==> src/shared/dma_defines.vh <==
// constants for the two-channel dma request and priority logic
// Contract
// - sense select 0: level request; polarity 0 active-low, 1 active-high.
// - sense select 1: edge request; polarity 0 falling, 1 rising edge.
// - any requester may raise a channel request, not just its endpoints.
// - with auto-request off, source 01 is serial rx, 10 is serial tx.
// - start only with channel and master enabled, no end, nmi or error flag.
// - serial request cleared on first unit (cycle-steal) or last (burst).
// - simultaneous requests arbitrated fixed or round-robin by priority mode.
// - fixed priority: channel 0 beats channel 1.
// - fixed cycle-steal with both requesting: alternate 1 and 0 after 0.
// - round-robin: finishing channel becomes lower priority.
// - round-robin starts after reset with channel 0 higher.
// - round-robin: finishing lower channel leaves order unchanged.
// - ack device pairs only with memory or mapped device, single mode.
// - on-chip endpoint is accessed with its own permitted access size.
// - single mode: one bus cycle, ack out, other endpoint addressed.
// - address mode set: single; acknowledge mode 0 mem->dev, 1 dev->mem.
`ifndef DMA_DEFINES_VH
`define DMA_DEFINES_VH

`define DMA_DATA_W 32
`define DMA_FIFO_DEPTH 16

// endpoint kinds
`define KIND_MEM 2'h0
`define KIND_MAP 2'h1
`define KIND_ACK 2'h2
`define KIND_CHIP 2'h3

// request source codes {hi, lo}
`define SRC_EXT 2'h0
`define SRC_RX 2'h1
`define SRC_TX 2'h2

// engine states
`define ST_IDLE 2'h0
`define ST_READ 2'h1
`define ST_WRITE 2'h2
`define ST_SINGLE 2'h3

// round-robin high channel after reset
`define PRIO_RESET 1'b0

`endif

==> src/core/dma_unit_fifo.v <==
// parameterised synchronous fifo holding words between read and write cycles
`timescale 1ns/100ps
module dma_unit_fifo #(
  parameter WIDTH = 32,
  parameter DEPTH = 16
) (
  // clock and reset
  input wire clk,
  input wire rst_n,
  // fill side
  input wire in_valid,
  output wire in_ready,
  input wire [WIDTH-1:0] in_data,
  // drain side
  output wire out_valid,
  input wire out_ready,
  output wire [WIDTH-1:0] out_data
);
  localparam AW = (DEPTH > 1) ? $clog2(DEPTH) : 1;

  reg [WIDTH-1:0] mem [0:DEPTH-1];
  reg [AW-1:0] wr_ptr;
  reg [AW-1:0] rd_ptr;
  reg [AW:0] count;
  wire push;
  wire pop;

  assign in_ready = (count != DEPTH[AW:0]);
  assign out_valid = (count != {(AW+1){1'b0}});
  assign push = in_valid & in_ready;
  assign pop = out_valid & out_ready;
  assign out_data = mem[rd_ptr];

  // storage has no reset; only the pointers and count need a defined value
  always @(posedge clk) begin
    if (push) begin
      mem[wr_ptr] <= in_data;
    end
  end

  always @(posedge clk or negedge rst_n) begin
    if (!rst_n) begin
      wr_ptr <= {AW{1'b0}};
      rd_ptr <= {AW{1'b0}};
      count <= {(AW+1){1'b0}};
    end else begin
      if (push) begin
        wr_ptr <= (wr_ptr == DEPTH[AW-1:0] - 1'b1) ? {AW{1'b0}} :
                  wr_ptr + 1'b1;
      end
      if (pop) begin
        rd_ptr <= (rd_ptr == DEPTH[AW-1:0] - 1'b1) ? {AW{1'b0}} :
                  rd_ptr + 1'b1;
      end
      if (push & ~pop) begin
        count <= count + 1'b1;
      end else if (pop & ~push) begin
        count <= count - 1'b1;
      end
    end
  end
endmodule // dma_unit_fifo

==> src/core/dma_request_and_priority_logic.v <==
// two-channel dma request sensing, arbitration and transfer sequencing
`timescale 1ns/100ps
`include "dma_defines.vh"
module dma_request_and_priority_logic #(
  parameter DATA_W = `DMA_DATA_W,
  parameter FIFO_DEPTH = `DMA_FIFO_DEPTH
) (
  // clock and reset
  input wire clk,
  input wire rst_n,
  // external request and acknowledge pins, one per channel
  input wire [1:0] dma_request_in,
  output wire [1:0] dma_acknowledge_out,
  // on-chip serial requests and their automatic clears
  input wire serial_rx_full_request,
  input wire serial_tx_empty_request,
  output reg serial_rx_clear,
  output reg serial_tx_clear,
  // global operation controls and flags
  input wire master_enable,
  input wire nmi_abort_flag,
  input wire address_error_flag,
  input wire priority_mode_select,
  // per-channel controls, bit n for channel n
  input wire [1:0] channel_enable,
  input wire [1:0] transfer_end_flag,
  input wire [1:0] auto_request_select,
  input wire [1:0] request_source_select_hi,
  input wire [1:0] request_source_select_lo,
  input wire [1:0] request_sense_select,
  input wire [1:0] request_polarity_select,
  input wire [1:0] burst_mode_select,
  input wire [1:0] address_mode_select,
  input wire [1:0] acknowledge_mode_select,
  input wire [1:0] final_unit,
  // per-channel endpoint kinds and sizes, bits [2n+1:2n] for channel n
  input wire [3:0] src_kind,
  input wire [3:0] dst_kind,
  input wire [3:0] unit_size,
  input wire [3:0] periph_size,
  // status
  output wire [1:0] config_error,
  output wire [1:0] pending_request,
  output reg high_priority_channel,
  // bus cycle request and answer
  output wire bus_req,
  output wire bus_write,
  output wire bus_addr_dst,
  output wire bus_channel,
  output wire [1:0] bus_size,
  output wire bus_hold,
  input wire bus_ack,
  input wire [DATA_W-1:0] bus_rdata,
  output wire [DATA_W-1:0] bus_wdata,
  // unit completion
  output reg unit_done,
  output reg done_channel
);
  reg [1:0] state;
  reg [1:0] next_state;
  reg cur_ch;
  reg next_ch;
  reg start;
  reg winner;
  reg last_ch;
  reg last_valid;
  reg [1:0] req_sync1;
  reg [1:0] req_sync2;
  reg [1:0] req_prev;
  reg [2:0] warm;
  wire [1:0] chan_ok;
  wire [1:0] legal;
  wire [1:0] chan_req;
  wire [1:0] eligible;
  wire [1:0] edge_pending;
  wire [1:0] cur_sk;
  wire [1:0] cur_dk;
  wire [1:0] cur_kind;
  wire cur_single;
  wire cur_am;
  wire fifo_in_ready;
  wire fifo_out_valid;
  wire fifo_push;
  wire fifo_pop;
  wire finish;
  wire abort;

  // request pins come from outside; two flops before anything looks at them
  always @(posedge clk or negedge rst_n) begin
    if (!rst_n) begin
      req_sync1 <= 2'h0;
      req_sync2 <= 2'h0;
      req_prev <= 2'h0;
      warm <= 3'h0;
    end else begin
      req_sync1 <= dma_request_in;
      req_sync2 <= req_sync1;
      req_prev <= req_sync2;
      warm <= {warm[1:0], 1'b1};
    end
  end

  genvar i;
  generate
    for (i = 0; i < 2; i = i + 1) begin : g_ch
      wire [1:0] sk;
      wire [1:0] dk;
      wire [1:0] rs;
      wire rise;
      wire fall;
      wire edge_hit;
      wire level_hit;
      wire ext_req;
      wire granted;
      wire single_ok;
      wire dual_ok;
      reg pend;

      assign sk = src_kind[2*i+1:2*i];
      assign dk = dst_kind[2*i+1:2*i];
      assign rs = {request_source_select_hi[i],
                   request_source_select_lo[i]};
      // edges ignored until the synchroniser and history hold real samples
      assign rise = warm[2] & req_sync2[i] & ~req_prev[i];
      assign fall = warm[2] & ~req_sync2[i] & req_prev[i];
      assign edge_hit = request_polarity_select[i] ? rise : fall;
      assign level_hit = request_polarity_select[i] ? req_sync2[i] :
                         ~req_sync2[i];
      assign granted = start & (next_ch == i);

      // a new edge in the grant cycle survives the clear
      always @(posedge clk or negedge rst_n) begin
        if (!rst_n) begin
          pend <= 1'b0;
        end else if (~request_sense_select[i]) begin
          pend <= 1'b0;
        end else if (edge_hit) begin
          pend <= 1'b1;
        end else if (granted) begin
          pend <= 1'b0;
        end
      end
      assign edge_pending[i] = pend;

      // the pin is taken from any requester, endpoints are not consulted
      assign ext_req = request_sense_select[i] ? edge_pending[i] :
                       level_hit;

      // the serial module drops its request only one cycle after the
      // clear, so the clear cycle masks it to stop a second unit
      assign chan_req[i] = auto_request_select[i] ? 1'b1 :
        (rs == `SRC_EXT) ? ext_req :
        (rs == `SRC_RX) ? serial_rx_full_request & ~serial_rx_clear :
        (rs == `SRC_TX) ? serial_tx_empty_request & ~serial_tx_clear :
        1'b0;

      assign chan_ok[i] = channel_enable[i] & master_enable &
                          ~transfer_end_flag[i] & ~nmi_abort_flag &
                          ~address_error_flag;

      // acknowledge device only against memory or a mapped device
      assign single_ok = acknowledge_mode_select[i] ?
        (sk == `KIND_ACK) & ((dk == `KIND_MEM) | (dk == `KIND_MAP)) :
        (dk == `KIND_ACK) & ((sk == `KIND_MEM) | (sk == `KIND_MAP));
      assign dual_ok = (sk != `KIND_ACK) & (dk != `KIND_ACK);
      assign legal[i] = address_mode_select[i] ? single_ok :
                        dual_ok;
      assign config_error[i] = ~legal[i];
      assign eligible[i] = chan_req[i] & chan_ok[i] & legal[i];
    end
  endgenerate

  assign pending_request = chan_req;

  // channel choice when both want the bus
  always @* begin
    winner = 1'b0;
    if (eligible == 2'h3) begin
      if (priority_mode_select) begin
        winner = high_priority_channel;
      end else if (~burst_mode_select[0] & last_valid & ~last_ch) begin
        winner = 1'b1;
      end else begin
        winner = 1'b0;
      end
    end else begin
      winner = eligible[1];
    end
  end

  assign cur_single = address_mode_select[cur_ch];
  assign cur_am = acknowledge_mode_select[cur_ch];
  // disabling a channel mid-unit only stops it before data has moved
  assign abort = ~chan_ok[cur_ch];

  always @* begin
    next_state = state;
    next_ch = cur_ch;
    start = 1'b0;
    case (state)
      `ST_IDLE: begin
        if (|eligible) begin
          if (address_mode_select[winner]) begin
            next_ch = winner;
            start = 1'b1;
            next_state = `ST_SINGLE;
          end else if (fifo_in_ready) begin
            // a full buffer holds off the next read cycle
            next_ch = winner;
            start = 1'b1;
            next_state = `ST_READ;
          end
        end
      end
      `ST_READ: begin
        if (abort) begin
          next_state = `ST_IDLE;
        end else if (bus_ack) begin
          next_state = `ST_WRITE;
        end
      end
      `ST_WRITE: begin
        if (bus_ack & fifo_out_valid) begin
          next_state = `ST_IDLE;
        end
      end
      `ST_SINGLE: begin
        if (abort) begin
          next_state = `ST_IDLE;
        end else if (bus_ack) begin
          next_state = `ST_IDLE;
        end
      end
      default: begin
        next_state = `ST_IDLE;
      end
    endcase
  end

  assign finish = ((state == `ST_WRITE) & bus_ack & fifo_out_valid) |
                  ((state == `ST_SINGLE) & bus_ack & ~abort);

  always @(posedge clk or negedge rst_n) begin
    if (!rst_n) begin
      state <= `ST_IDLE;
      cur_ch <= 1'b0;
      last_ch <= 1'b0;
      last_valid <= 1'b0;
      high_priority_channel <= `PRIO_RESET;
      unit_done <= 1'b0;
      done_channel <= 1'b0;
      serial_rx_clear <= 1'b0;
      serial_tx_clear <= 1'b0;
    end else begin
      state <= next_state;
      cur_ch <= next_ch;
      unit_done <= finish;
      serial_rx_clear <= 1'b0;
      serial_tx_clear <= 1'b0;
      if (finish) begin
        done_channel <= cur_ch;
        last_ch <= cur_ch;
        last_valid <= 1'b1;
        // finished channel drops to low; already low keeps the order
        if (priority_mode_select) begin
          high_priority_channel <= ~cur_ch;
        end
        if (~auto_request_select[cur_ch] &
            (~burst_mode_select[cur_ch] | final_unit[cur_ch])) begin
          serial_rx_clear <= ({request_source_select_hi[cur_ch],
            request_source_select_lo[cur_ch]} == `SRC_RX);
          serial_tx_clear <= ({request_source_select_hi[cur_ch],
            request_source_select_lo[cur_ch]} == `SRC_TX);
        end
      end
      if (~|eligible & (state == `ST_IDLE)) begin
        last_valid <= 1'b0;
      end
    end
  end

  // bus cycle description
  assign bus_req = (state == `ST_READ) | (state == `ST_SINGLE) |
                   ((state == `ST_WRITE) & fifo_out_valid);
  assign bus_channel = cur_ch;
  assign bus_write = (state == `ST_WRITE) |
                     ((state == `ST_SINGLE) & cur_am);
  // single mode addresses the memory end, the device only sees ack
  assign bus_addr_dst = (state == `ST_WRITE) |
                        ((state == `ST_SINGLE) & cur_am);
  assign dma_acknowledge_out[0] = ~cur_ch & (
    (state == `ST_SINGLE) |
    ((state == `ST_READ) & ~cur_am) |
    ((state == `ST_WRITE) & cur_am & fifo_out_valid));
  assign dma_acknowledge_out[1] = cur_ch & (
    (state == `ST_SINGLE) |
    ((state == `ST_READ) & ~cur_am) |
    ((state == `ST_WRITE) & cur_am & fifo_out_valid));

  assign cur_sk = cur_ch ? src_kind[3:2] : src_kind[1:0];
  assign cur_dk = cur_ch ? dst_kind[3:2] : dst_kind[1:0];
  assign cur_kind = (state == `ST_WRITE) ? cur_dk : cur_sk;
  assign bus_size = (cur_kind == `KIND_CHIP) ?
    (cur_ch ? periph_size[3:2] : periph_size[1:0]) :
    (cur_ch ? unit_size[3:2] : unit_size[1:0]);

  // burst keeps the bus while the channel still asks and has more units
  assign bus_hold = burst_mode_select[cur_ch] & eligible[cur_ch] &
                    ~final_unit[cur_ch];

  assign fifo_push = (state == `ST_READ) & bus_ack & ~abort;
  assign fifo_pop = (state == `ST_WRITE) & bus_ack;

  dma_unit_fifo #(
    .WIDTH(DATA_W),
    .DEPTH(FIFO_DEPTH)
  ) u_fifo (
    .clk(clk),
    .rst_n(rst_n),
    .in_valid(fifo_push),
    .in_ready(fifo_in_ready),
    .in_data(bus_rdata),
    .out_valid(fifo_out_valid),
    .out_ready(fifo_pop),
    .out_data(bus_wdata)
  );
endmodule // dma_request_and_priority_logic

==> config.mk <==
export PLATFORM = sky130hd
export DESIGN_NAME = dma_request_and_priority_logic
export DESIGN_NICKNAME = d
export VERILOG_FILES = /design/src/core/dma_unit_fifo.v /design/src/core/dma_request_and_priority_logic.v
export VERILOG_INCLUDE_DIRS = /design/src /design/src/shared
export SDC_FILE = /design/constraint.sdc
export NUM_CORES = 1
export LEC_CHECK = 0
export CORE_MARGIN = 8
export CORE_UTILIZATION = 45
export CTS_CLUSTER_DIAMETER = 60
export CTS_CLUSTER_SIZE = 10
export DETAILED_ROUTE_END_ITERATION = 6
export DONT_BUFFER_PORTS = 1
export GPL_TIMING_DRIVEN = 0
export PLACE_DENSITY = 0.59
export SLEW_MARGIN = 20
export SYNTH_ARGS = -nofsm -noshare
export SYNTH_HDL_FRONTEND = slang
export SYNTH_SLANG_ARGS = --single-unit
==> constraint.sdc <==
create_clock -name clk -period 12.9 [get_ports clk]
set_clock_uncertainty 0.05 [all_clocks]
set_input_delay 1.29 -clock clk [delete_from_list [all_inputs] [get_ports clk]]
set_output_delay 1.29 -clock clk [all_outputs]
set_load 0.01 [all_outputs]
## Yosys cells after proc, flatten, opt, wreduce, memory -nomap -nowiden

Memory sizes are Yosys's and may differ from the RTL's.
Cells that the tools add are included.

- Register bits: 33
- RAM bits: 512
- Bits of input ports: 81
- Output and inout bits: 50
- Word-level logic and storage cells: 237
- Memories kept: 1

Memory list:

| name | words | width | read ports | clocked after memory_dff | write ports | line | text |
|---|---|---|---|---|---|---|---|
| u_fifo.mem | 16 | 32 | 1 | 0 | 1 | dma_unit_fifo.v:21 | `reg [WIDTH-1:0] mem [0:DEPTH-1];` |

- Add/sub/neg operators: 4
- Order comparisons: 2
- Equality and inequality tests: 33
- Muxes and demuxes: 80
- Bitwise operators: 86
- Reductions and logical operators: 14

Operators with widths:

| kind | number |
|---|---|
| two-way mux 1 bit | 61 |
| bitwise AND 1 bit | 53 |
| two-way mux 2 bit | 14 |
| == test 2 bit (second input constant) | 11 |
| NOT 1 bit | 22 |
| == test 2 x 1 -> 1 bit (second input constant) | 8 |
| zero test 2 bit | 7 |
| != test 2 bit (second input constant) | 6 |
| OR 1 bit | 11 |
| two-way mux 5 bit | 2 |
| adder 4 x 1 -> 4 bit (second input constant) | 2 |
| == test 4 bit (second input constant) | 2 |
| two-way mux 4 bit | 2 |
| one-hot mux 2 bit (4 select lines) | 1 |
| != test 3 x 1 -> 1 bit (second input constant) | 2 |
| != test 3 bit (second input constant) | 2 |
| adder 5 x 1 -> 5 bit (second input constant) | 1 |
| != test 5 bit (second input constant) | 1 |
| AND reduction 5 bit | 1 |
| nonzero test 5 bit | 1 |
| subtractor 5 x 1 -> 5 bit (second input constant) | 1 |
| less-than comparator 1 x 2 -> 1 bit (second input constant) | 2 |
| nonzero test 2 bit | 2 |
| != test 3 x 2 -> 1 bit (second input constant) | 1 |
| other kinds (3) | 3 |

## Longest topological paths before layout

Gate-level depths: netlist (run 1).

- Word-level depth: 20
- Mapped depth: 12
- Mapped depth without buffers: 12

## By module

A second synthesis (run 1) with hierarchy kept.

- Cell total of the unflattened synthesis: 1041
- Area total of the unflattened synthesis: 21399.3 um2

By module, submodules not included:

| module | times used | cells each | area each (um2) | sequential area each (um2) |
|---|---|---|---|---|
| dma_unit_fifo | 1 | 884 | 20002.9 | 15700.1 |
| dma_request_and_priority_logic | 1 | 157 | 1396.3 | 500.5 |

## Least setup slack after synthesis (run 1)

Ideal clock, no wire load.

- Kind: input to register
- From: input nmi_abort_flag
- To: memory u_fifo.mem[3][0], enable pin
- Library setup time: 0.502 ns
- Arrival time: 5.087 ns
- Data required time: 12.348 ns
- Slack: 7.262 ns
- Stages on the path: 4
- Path buffers: 0
- Cell sequence: nor3b_1 > o211ai_1 > nand3b_1 > nor4_1

- Cells in the longest elaborated chain, start to end: 9
- Elaborated cells on any way between the ends: 11
- Classes of those cells: 4 x mux; 7 x bitwise

RTL lines:

| element | line | text |
|---|---|---|
| start: declaration | dma_request_and_priority_logic.v:21 | `input wire nmi_abort_flag,` |
| NOT 1 bit (*) | dma_request_and_priority_logic.v:158 | `~transfer_end_flag[i] & ~nmi_abort_flag &` |
| bitwise AND 1 bit (2 in series) | dma_request_and_priority_logic.v:158 |  |
| two-way mux 1 bit (not written as such) (*) (2 in series) | dma_request_and_priority_logic.v:194 | `assign abort = ~chan_ok[cur_ch];` |
| bitwise AND 1 bit (*) | dma_request_and_priority_logic.v:311 | `` assign fifo_push = (state == `ST_READ) & bus_ack & ~abort; `` |
| bitwise AND 1 bit (*) | dma_unit_fifo.v:30 | `assign push = in_valid & in_ready;` |
| two-way mux 1 bit (*) | dma_unit_fifo.v:36 | `if (push) begin` |
| two-way mux 1 bit (not written as such) (*) | dma_unit_fifo.v:37 | `mem[wr_ptr] <= in_data;` |
| end: declaration | dma_unit_fifo.v:21 |  |

Mark *: on every way between the ends. The rest lies on a longest branch, timed or not. The select of a mux whose other input is x is not followed.

## Worst setup path after layout (run 1)

- From: register u_fifo.rd_ptr[1]
- To: output bus_wdata[20]

- Cells in the longest elaborated chain, start to end: 1

RTL lines:

| element | line | text |
|---|---|---|
| start: declaration | dma_unit_fifo.v:23 | `reg [AW-1:0] rd_ptr;` |
| start signal: assignment | dma_unit_fifo.v:44 | `rd_ptr <= {AW{1'b0}};` |
| start signal: assignment | dma_unit_fifo.v:52 | `rd_ptr <= (rd_ptr == DEPTH[AW-1:0] - 1'b1) ? {AW{1'b0}} :` |
| memory read (16 x 32 bit) | n/a |  |
| end: declaration | dma_request_and_priority_logic.v:54 | `output wire [DATA_W-1:0] bus_wdata,` |

Every way passes these cells.

==> impl_results.md, run 1 <==
* Outcome: finished, final reports clean
* Vias in the first global route at 12,000
* PD cells at 169 nW/µm²
* Fmax achieved at 0.208 GHz
* Cell taking the most area after synthesis: edfxtp_1
* DP Area at 23,200 µm²
* Max_cap viols at 0
* Initial DRT Pass Iterations at 5
* Warnings from Yosys at 0
* Fin crit period at 4.80 ns
* Most common cell in the netlist: edfxtp_1
* Syn Inst Count at 1,210
* Clk sinks at 545
* FFs w/ async S/R, synth at 6.06%
* Fin area at 24,900 µm²
* Largest net degree at the start of global routing at 34
* Yosys cell types at 59
* Final ANT Viol Nets at 0
* Area grow syn2layout at 14.6%
* Avg WL per Cell at 26.1 µm
* Worst setup path start: u_fifo.rd_ptr[1]
* Total Routing Usage GR at 18.5%
* Worst EP required at 11.56 ns
* Starting density of the core at 45.5%
* Hold Buf Count CTS at 0
* Final hold vios at 0
* Startpoint types: register
* Placer Congestion at 0.770
* DR iter-0 viols at 1,008
* Critical Path AT at 3.46 ns
* Placement Rows at 80
* Hold crit path type: reg -> reg
* Synth Flop Type: edfxtp_1
* Sequential-to-total area share from yosys stat at 74.7%
* Total power at 0.00420 W
* Ant. Diodes at 0
* DIE AREA at 55,500 µm²
* Die H at 236 µm
* Final period util at 37.2%
* Fraction of layout cells with a size suffix above 1 at 19.5%
* Leak at 8.15 nW
* Nets at 1,434
* Post-Route WL at 51.7 mm
* TritonCTS buffer count at 61
* Ports at 131
* Crit path max fanout at 10
* Die width at 236 µm
* Rel. slew slack at 32.0%
* Area of the multi-input gates at 5250 µm²
* Final core occ at 52.2%
* WS Path Type: reg -> out
* Setup TNS at 0 ns
* Worst-skew pair later-pin latency at 0.61 ns
* Clock Tree Buf Depth at 3
* Commonest cells post-synth: edfxtp_1, mux2i_1, nand2_1
* Crit. End Element: output port
* #FFs+latches synth at 545
* First-pass GRT wire length at 77.5 mm
* Gr ovfl total at 0
* CTS tree: done
* Via density at 5.82
* DP Cell Count at 1,895
* EDFF count, synth at 512
* Setup bufs post-CTS at 0
* Final setup fails at 0
* Fin. max-slew vios at 0
* H-tree depth at 2
* Cell area after synthesis at 21,700 µm²
* Vias at 11,500
* Combined flip-flop and latch cell area at 16,200 µm²
* Maximum VDD drop at 0.0932 mV
* Final std cells w/o fill at 1,983
* Hold_sp: req_sync1[1]
* Avg Inst Size Synth at 17.9 µm²
* IO Port Bufs at 0
* Clock transition at path regs at 0.06 ns
* Mapped Nets at 1,301
* Initial antenna violation count at 0
* Worst-Margin Slew at 1.02 ns
* DRC at 0
* Root buf cell: clkbuf_16
* Synth area leaders: edfxtp_1, mux4_2, mux2i_1
* Top-area cell type share of the netlist area at 70.9%
* RSZ-0062 raised after global routing: no
* Hpwl dp at 35.7 mm
* PostCTS Resize Cnt at 0
* Reg2reg start: state[0]
* Core area at 47,600 µm²
* Fillers at 3,820
-- registers in the layout, summed over array words and instances, names as in the netlist --
register	count
u_fifo.mem	512
u_fifo.count	5
u_fifo.rd_ptr	4
u_fifo.wr_ptr	4
warm	3
g_ch.pend	2
req_prev	2
req_sync1	2
req_sync2	2
state	2
bus_channel	1
high_priority_channel	1
last_ch	1
last_valid	1
serial_rx_clear	1
serial_tx_clear	1
unit_done	1
-- cell usage in the layout (no fill, tap or decap), types with 5 or more instances in the layout --
cell and instances:
nor3_2 8, buf_2 43, nand2b_1 7, buf_16 8
ha_1 9, edfxtp_1 512, clkbuf_16 61, a221oi_1 32
a22oi_1 32, nand3b_1 5, mux2_2 21, clkbuf_1 62
dfrtp_1 33, o21ai_0 69, inv_1 21, nand3_1 7
buf_6 9, buf_4 32, nor2_1 13, a21oi_1 45
mux2i_1 110, mux4_2 66, nand2_1 78, a21o_1 6
-- metal layers --
layer	track usage (%)	vias to the layer above	wire length (µm)
met5	0	-	0
met4	6.03	0	1320
met3	4.04	87	3060
met2	30.9	316	25500
met1	23.9	6035	21700
li1	-	5106	-
-- worst max-delay path, cell delays in order (launching register included) --
cell and delay [ns]:
dfrtp_1 0.34, buf_2 0.17, clkbuf_1 0.77, clkbuf_1 0.78, mux4_2 0.42, a22oi_1 0.18, nand2_1 0.18
-- cell type report --
| type | count | share of cell area [%] |
|---|---|---|
| Timing Repair Buffer | 70 | 2.65 |
| Tap cell | 615 | 3.09 |
| Clock buffer | 85 | 6.50 |
| Buffer | 62 | 1.09 |
| Sequential cell | 545 | 65.2 |
| Clock inverter | 3 | 0.0805 |
| Multi-Input combinational cell | 582 | 21.1 |
| Inverter | 21 | 0.317 |
-- kinds of logic after synthesis --
kind of cell / synth area share (%)
DFF: 74.7
buffers and inverters: 1.60
other: 0.0173
adders and majority gates: 0.611
and+or+nand+nor: 3.61
muxes: 13.0
xor gates and xnor gates: 0.323
AOI/OAI and AO/OA: 6.17
-- worst paths after layout --
path	end	slack, ns	cells after the start
max in group asynchronous	u_fifo.rd_ptr[2]	12.37	0
min in group asynchronous	u_fifo.wr_ptr[1]	0.32	0
worst min-delay path	req_sync2[1]	0.29	0
worst min register to register	req_sync2[1]	0.29	0
worst max-delay path	bus_wdata[20]	8.10	6
worst max register to register	u_fifo.mem[4][7]	9.50	9
-- power breakdown --
part	internal (W)	switching [W]
clock network	0.000853	0.000639
logic	0.000329	0.000418
registers	0.00195	0.0000145
-- through the flow --
| step | setup WS [ns] | hold slack (ns) |
|---|---|---|
| 6_report | 8.10 | 0.293 |
| 5_1_grt | 7.98 | 0.292 |
| 4_1_cts | 7.92 | 0.284 |
| 3_5_place_dp | 8.57 | 0.285 |
| 3_3_place_gp | 3.28 | 0.284 |
| 2_1_floorplan | 7.26 | 0.281 |
(Power assumes the default switching activity.)
==> inputs of run 2 (changes only) <==
==> constraint.sdc (replaced) <==
create_clock -name clk -period 4.6 [get_ports clk]
set_clock_uncertainty 0.05 [all_clocks]
set_input_delay 0.46 -clock clk [delete_from_list [all_inputs] [get_ports clk]]
set_output_delay 0.46 -clock clk [all_outputs]
set_load 0.01 [all_outputs]
==> run 2 against run 1 <==
  * Clock power increased to 2.8 times the previous value
  * Worst hold slack worse by 0.25 ns
  * Via count rose by 1.7%
  * Total power rose to 2.8 times the previous value
  * Critical path type unchanged
  * Largest power group unchanged
  * Flip-flop and latch count did not move
  * Clock-buffer cell count did not move
  * Highest routed layer unchanged
  * Worst setup slack lost 7.4 ns
  * Wire length increased by 0.58%
  * Cell count up 2.2%
  * Sequential power rose to 2.8 times the previous value
==> impl_results.md, run 2 (synthesized netlist as in run 1, its figures left out) <==
* Initial antenna violation count at 1 (+1)
* Clock Tree Buf Depth at 3 (unchanged)
* Placer Congestion at 0.770 (unchanged)
* DRC at 0 (unchanged)
* Setup TNS at 0 ns (unchanged)
* Worst hold margin at 0.0396 ns (-0.253 ns)
* Hpwl dp at 35.7 mm (unchanged)
* Die H at 236 µm (unchanged)
* Top reg by flops: u_fifo.mem
* Total Routing Usage GR at 18.6% (+0.082 points)
* Worst slack, placed at 1.10 ns (-7.47 ns)
* Fraction of layout cells with a size suffix above 1 at 19.0% (-0.51 points)
* Maximum VDD drop at 0.261 mV (+180%)
* Post-Route WL at 52.0 mm (+0.58%)
* Final setup fails at 0 (unchanged)
* RSZ-0062 raised after global routing: no
* Setup ws final at 0.659 ns (-7.44 ns)
* Worst-skew pair later-pin latency at 0.61 ns (about the same)
* Initial DRT Pass Iterations at 5 (unchanged)
* Largest net degree at the start of global routing at 34 (unchanged)
* Worst EP required at 4.09 ns (-7.47 ns)
* Startpoint types: register
* Core area at 47,600 µm² (unchanged)
* Fmax achieved at 0.254 GHz
* Slowest CP cell: clkbuf_1
* Most common cell after layout, fill and taps aside: edfxtp_1
* Rel. slew slack at 32.5% (+0.49 points)
* Avg WL per Cell at 25.6 µm (-1.6%)
* Final hold vios at 0 (unchanged)
* Starting density of the core at 45.5% (unchanged)
* Outcome: finished, final reports clean
* Top Registers: u_fifo.mem (512), u_fifo.count (5)
* DR iter-0 viols at 997 (-1.1%)
* Max FFs per register at 512 (unchanged)
* Delay-heaviest family, CP: buffers and inverters
* Buf+Inv Stages, Crit Path at 3 (unchanged)
* Area grow syn2layout at 16.6%
* Max_cap viols at 0 (unchanged)
* Final ANT Viol Nets at 0 (unchanged)
* Ports at 131 (unchanged)
* Final std cells w/o fill at 2,026 (+2.2%)
* Final period util at 85.7%
* Via density at 5.80 (-0.43%)
* Fillers at 3,804 (-0.42%)
* First-pass GRT wire length at 78.2 mm (+0.80%)
* Hold crit path type: in -> reg
* Commonest non-fill, non-tap cells in the layout: edfxtp_1, mux2i_1, nand2_1, o21ai_0, mux4_2
* Crit. End Element: output port
* Leak at 8.33 nW (+2.2%)
* DP Cell Count at 1,895 (unchanged)
* DIE AREA at 55,500 µm² (unchanged)
* CTS tree: done
* Die width at 236 µm (unchanged)
* Placement Rows at 80 (unchanged)
* Nets at 1,476 (+2.9%)
* Worst-Margin Slew at 1.01 ns (-0.00742 ns)
* Clock transition at path regs at 0.06 ns (about the same)
* Fin crit period at 3.94 ns
* PD cells at 469 nW/µm² (+180%)
* H-tree depth at 2 (unchanged)
* Vias at 11,700 (+1.7%)
* Most used cell, CP: clkbuf_1
* CP peak stage delay at 0.77 ns (about the same)
* Gr ovfl total at 0 (unchanged)
* Clk sinks at 545 (unchanged)
* Crit path max fanout at 10 (unchanged)
* IO Port Bufs at 0 (unchanged)
* Fin. max-slew vios at 0 (unchanged)
* Root buf cell: clkbuf_16
* WS Path Type: reg -> out
* Setup bufs post-CTS at 0 (unchanged)
* Crit-path cells: buf_2, clkbuf_1, clkbuf_1, mux4_2, a22oi_1, nand2_1
* Critical Path AT at 3.43 ns (-0.03 ns)
* Vias in the first global route at 12,100 (+1.3%)
* TritonCTS buffer count at 61 (unchanged)
* Final core occ at 53.1% (+0.91 points)
[run 2: area by class of cell]
type | instances | area, µm² | area share (%)
buffer | 62 | 270 | 1.07
timing repair buffer | 112 | 1090 | 4.31
antenna | 1 | 2.50 | 0.00989
inverter | 21 | 78.8 | 0.312
clock buffer | 85 | 1620 | 6.39
tap | 615 | 769 | 3.04
sequential | 545 | 16200 | 64.0
clock inverter | 3 | 20.0 | 0.0791
multi-input combinational | 582 | 5250 | 20.7
[run 2: per-layer routing]
metal | GRT usage (%) | wire (µm) | part of all wire, %
met1 | 24.3 | 21800 | 42
met2 | 31.1 | 25800 | 50
met3 | 3.52 | 3120 | 6.0
met4 | 6.01 | 1300 | 2.5
met5 | 0 | 0 | 0
[run 2: what timing repair did]
action / 4_1_cts / 5_1_grt
gates resized for setup: 0 / 0
endpoints found under the hold margin: 553 / 0
hold buffers: 42 / 0
[run 2: worst reg2reg max path, delay by kind of cell, from the launching register on]
| family | cells | cell delay (ns) |
|---|---|---|
| AND/OR/NAND/NOR | 3 | 1.21 |
| buffers and inverters | 5 | 1.22 |
| flip-flops | 1 | 0.32 |
| AO/OA/AOI/OAI | 1 | 0.27 |
[run 2: where the power goes]
group | total [W] | internal, W | switching, W
Sequential | 0.00551 | 0.00547 | 0.0000408
Clock | 0.00417 | 0.00239 | 0.00178
Combinational | 0.00219 | 0.000947 | 0.00124
[run 2: stage by stage]
step                      power [W]  instance area, µm²
after floorplan             0.00718               21700
after global placement      0.00771               22500
after detailed placement    0.00775               23200
after CTS                    0.0120               25300
after global routing         0.0123               25300
final                        0.0119               25300
[run 2: final timing paths]
path | depth (start not counted) | end | slack [ns] | start
setup / recovery | 6 | bus_wdata[20] | 0.66 | u_fifo.rd_ptr[1]
hold / removal | 2 | unit_done | 0.04 | bus_ack
setup reg to reg | 9 | u_fifo.mem[4][7] | 1.22 | state[0]
hold reg to reg | 0 | req_sync2[1] | 0.29 | req_sync1[1]
max in group asynchronous | 2 | u_fifo.rd_ptr[2] | 4.03 | rst_n
min in group asynchronous | 2 | state[0] | 0.27 | rst_n
==> inputs of run 3 (changes only) <==
--- a/config.mk
+++ b/config.mk
@@ -14,6 +14,7 @@
 export DONT_BUFFER_PORTS = 1
 export GPL_TIMING_DRIVEN = 0
 export PLACE_DENSITY = 0.59
+export RECOVER_POWER = 50
 export SLEW_MARGIN = 20
 export SYNTH_ARGS = -nofsm -noshare
 export SYNTH_HDL_FRONTEND = slang
==> run 3 against run 2 <==
  * The run now ends with capacitance limit, slew limit left
  * Non-clock buffer count is the same
  * Clock-buffer cell count stayed put
  * Die area unchanged
  * Worst hold slack gained 0.0028 ns
  * Sequential power is essentially flat
  * Cell count did not move
  * Flip-flop and latch count unchanged
  * Critical path type unchanged
  * Largest power group unchanged
==> impl_results.md, run 3 (synthesized netlist as in run 1, its figures left out) <==
* Top Registers: u_fifo.mem (512), u_fifo.count (5)
* Post-Route WL at 52.0 mm (about the same)
* Combined flip-flop and latch cell area at 16,200 µm² (unchanged)
* TritonCTS buffer count at 61 (unchanged)
* Crit. End Element: output port
* CTS tree: done
* Switching Fraction at 25.8% (about the same)
* Gr ovfl total at 0 (unchanged)
* Largest net degree at the start of global routing at 34 (unchanged)
* Final ANT Viol Nets at 0 (unchanged)
* Clock transition at path regs at 0.06 ns (about the same)
* Area of the multi-input gates at 5240 µm² (-0.19%)
* Slowest CP cell: clkbuf_1
* Fmax achieved at 0.255 GHz (+0.32%)
* Final period util at 85.4% (-0.27 points)
* Outcome: finished with violations
* Nets at 1,476 (unchanged)
* Total Routing Usage GR at 18.6% (unchanged)
* Area grow syn2layout at 16.5%
* Commonest non-fill, non-tap cells in the layout: edfxtp_1, mux2i_1, nand2_1, o21ai_0, mux4_2
* Worst EP required at 4.09 ns (about the same)
* DRC at 0 (unchanged)
* Worst reg-to-reg path cell count at 9 (unchanged)
* Combinational share of power at 18.4% (about the same)
* Worst-Margin Slew at 1.95 ns (+0.941 ns)
* Delay-heaviest family, CP: buffers and inverters
* Clock Tree Buf Depth at 3 (unchanged)
* Via density at 5.80 (about the same)
* Rel. slew slack at -30.3% (-63 points)
* Max FFs per register at 512 (unchanged)
* Top reg by flops: u_fifo.mem
* Final hold vios at 0 (unchanged)
* Reg2reg start: state[0]
* Net Switching at 0.00306 W (about the same)
* Initial DRT Pass Iterations at 5 (unchanged)
* First-pass GRT wire length at 78.2 mm (unchanged)
* Max_cap viols at 1 (+1)
* WS Path Type: reg -> out
* Worst reg2reg endpoint: u_fifo.mem[4][7]
* PostCTS Resize Cnt at 0 (unchanged)
* RSZ-0062 raised after global routing: no
* Ports at 131 (unchanged)
* DIE AREA at 55,500 µm² (unchanged)
* Total power at 0.0119 W (about the same)
* Placement Rows at 80 (unchanged)
* Pint at 0.00880 W (about the same)
* Buf+Inv Stages, Crit Path at 3 (unchanged)
* PD cells at 469 nW/µm² (about the same)
* Hold crit path type: in -> reg
* Die H at 236 µm (unchanged)
* DR iter-0 viols at 999 (+0.20%)
* Startpoint types: register
* Failing checks: capacitance limit, slew limit
* R2r setup slk at 1.22 ns (about the same)
* Fin area at 25,300 µm² (-0.10%)
* Clk sinks at 545 (unchanged)
* Hold EP: unit_done
* Most common cell after layout, fill and taps aside: edfxtp_1
* Setup TNS at 0 ns (unchanged)
* Starting density of the core at 45.5% (unchanged)
* Critical Path AT at 3.42 ns (about the same)
* H-tree depth at 2 (unchanged)
* Most used cell, CP: clkbuf_1
* Maximum VDD drop at 0.267 mV (+2.2%)
* Initial antenna violation count at 1 (unchanged)
* Clock network power share at 35.2% (about the same)
* Worst-skew pair later-pin latency at 0.61 ns (about the same)
* Avg WL per Cell at 25.6 µm (about the same)
* DP Area at 23,200 µm² (unchanged)
* Root buf cell: clkbuf_16
* Vias in the first global route at 12,100 (unchanged)
* Die width at 236 µm (unchanged)
* CP peak stage delay at 0.76 ns (about the same)
* Fin crit period at 3.93 ns (-0.0124 ns)
* Final setup fails at 0 (unchanged)
* Placer Congestion at 0.770 (unchanged)
* Hpwl dp at 35.7 mm (unchanged)
* Hold depth at 2 (unchanged)
* Fraction of layout cells with a size suffix above 1 at 18.8% (-0.21 points)
* Crit-path cells: buf_2, clkbuf_1, clkbuf_1, mux4_2, a22oi_1, nand2_1
* Register share of total power at 46.4% (about the same)
* Setup bufs post-CTS at 0 (unchanged)
* Fillers at 3,810 (+0.16%)
* IO Port Bufs at 0 (unchanged)
* Vias at 11,700 (+0.034%)
* Crit path depth at 6 (unchanged)
* Hold_sp: bus_ack
* Leak at 8.32 nW (-0.13%)
* Crit path max fanout at 10 (unchanged)
* Fin. max-slew vios at 34 (+34)
* Core area at 47,600 µm² (unchanged)
-- run 3: changes by cell type in the layout (fill, tap and decap cells not counted) --
cell      before  now
o311ai_0       2    3
clkbuf_1      62   63
or3b_1         0    1
buf_12         1    0
or3b_4         1    0
o311ai_2       1    0
-- run 3: per-layer routing --
| metal | share of wire (%) | vias up | GRT usage [%] | routed length, µm |
|---|---|---|---|---|
| met5 | 0 | - | 0 | 0 |
| met1 | 42 | 6108 | 24.3 | 21800 |
| met4 | 2.5 | 0 | 6.01 | 1320 |
| met3 | 6.0 | 82 | 3.52 | 3100 |
| li1 | - | 5199 | - | - |
| met2 | 50 | 359 | 31.1 | 25800 |
-- run 3: per-stage QoR --
stage / util [%] / std cells / setup WS, ns / hold WS [ns]
after floorplan: - / 1210 / -0.208 / 0.114
after global placement: 47.2 / 1825 / -4.19 / 0.116
after detailed placement: 48.7 / 1895 / 1.10 / 0.116
after CTS: 53.1 / 2025 / 0.450 / 0.00557
after global routing: 53.0 / 2025 / 0.509 / 0.0468
final: 53.0 / 2026 / 0.671 / 0.0424
-- run 3: layout make-up --
| type | instances | area share [%] |
|---|---|---|
| Antenna cell | 1 | 0.00990 |
| Buffer | 62 | 1.07 |
| Clock buffer | 85 | 6.40 |
| Clock inverter | 3 | 0.0792 |
| Inverter | 21 | 0.312 |
| Multi-Input combinational cell | 582 | 20.7 |
| Sequential cell | 545 | 64.1 |
| Tap cell | 615 | 3.05 |
| Timing Repair Buffer | 112 | 4.25 |
-- run 3: timing repair --
action / CTS / global route
endpoints found under the hold margin: 553 / 0
endpoints found under the setup margin: 0 / 0
hold buffers: 42 / 0
-- run 3: power groups by stage --
stage                     Combinational, W  Clock, W  Sequential (W)
final                              0.00218   0.00417         0.00551
after global routing               0.00236   0.00446         0.00551
after CTS                          0.00224   0.00427         0.00551
after detailed placement           0.00214         0         0.00561
after global placement             0.00211         0         0.00561
after floorplan                    0.00159         0         0.00560
-- run 3: worst reg2reg max path, cell delays in order, from the launching register on --
cell and delay [ns]:
dfrtp_1 0.32, clkbuf_1 0.33, o211ai_1 0.27, nand3b_1 0.40, inv_1 0.29, nand2_2 0.22, nor3_2 0.59, buf_6 0.24
buf_6 0.16, buf_4 0.20
-- run 3: worst max-delay path by stage --
stage,from,end
4_1_cts,u_fifo.rd_ptr[1],bus_wdata[20]
5_1_grt,u_fifo.rd_ptr[1],bus_wdata[9]
6_report,u_fifo.rd_ptr[1],bus_wdata[20]
3_5_place_dp,nmi_abort_flag,u_fifo.mem[4][9]
2_1_floorplan,nmi_abort_flag,u_fifo.mem[3][0]
3_3_place_gp,nmi_abort_flag,u_fifo.mem[0][11]
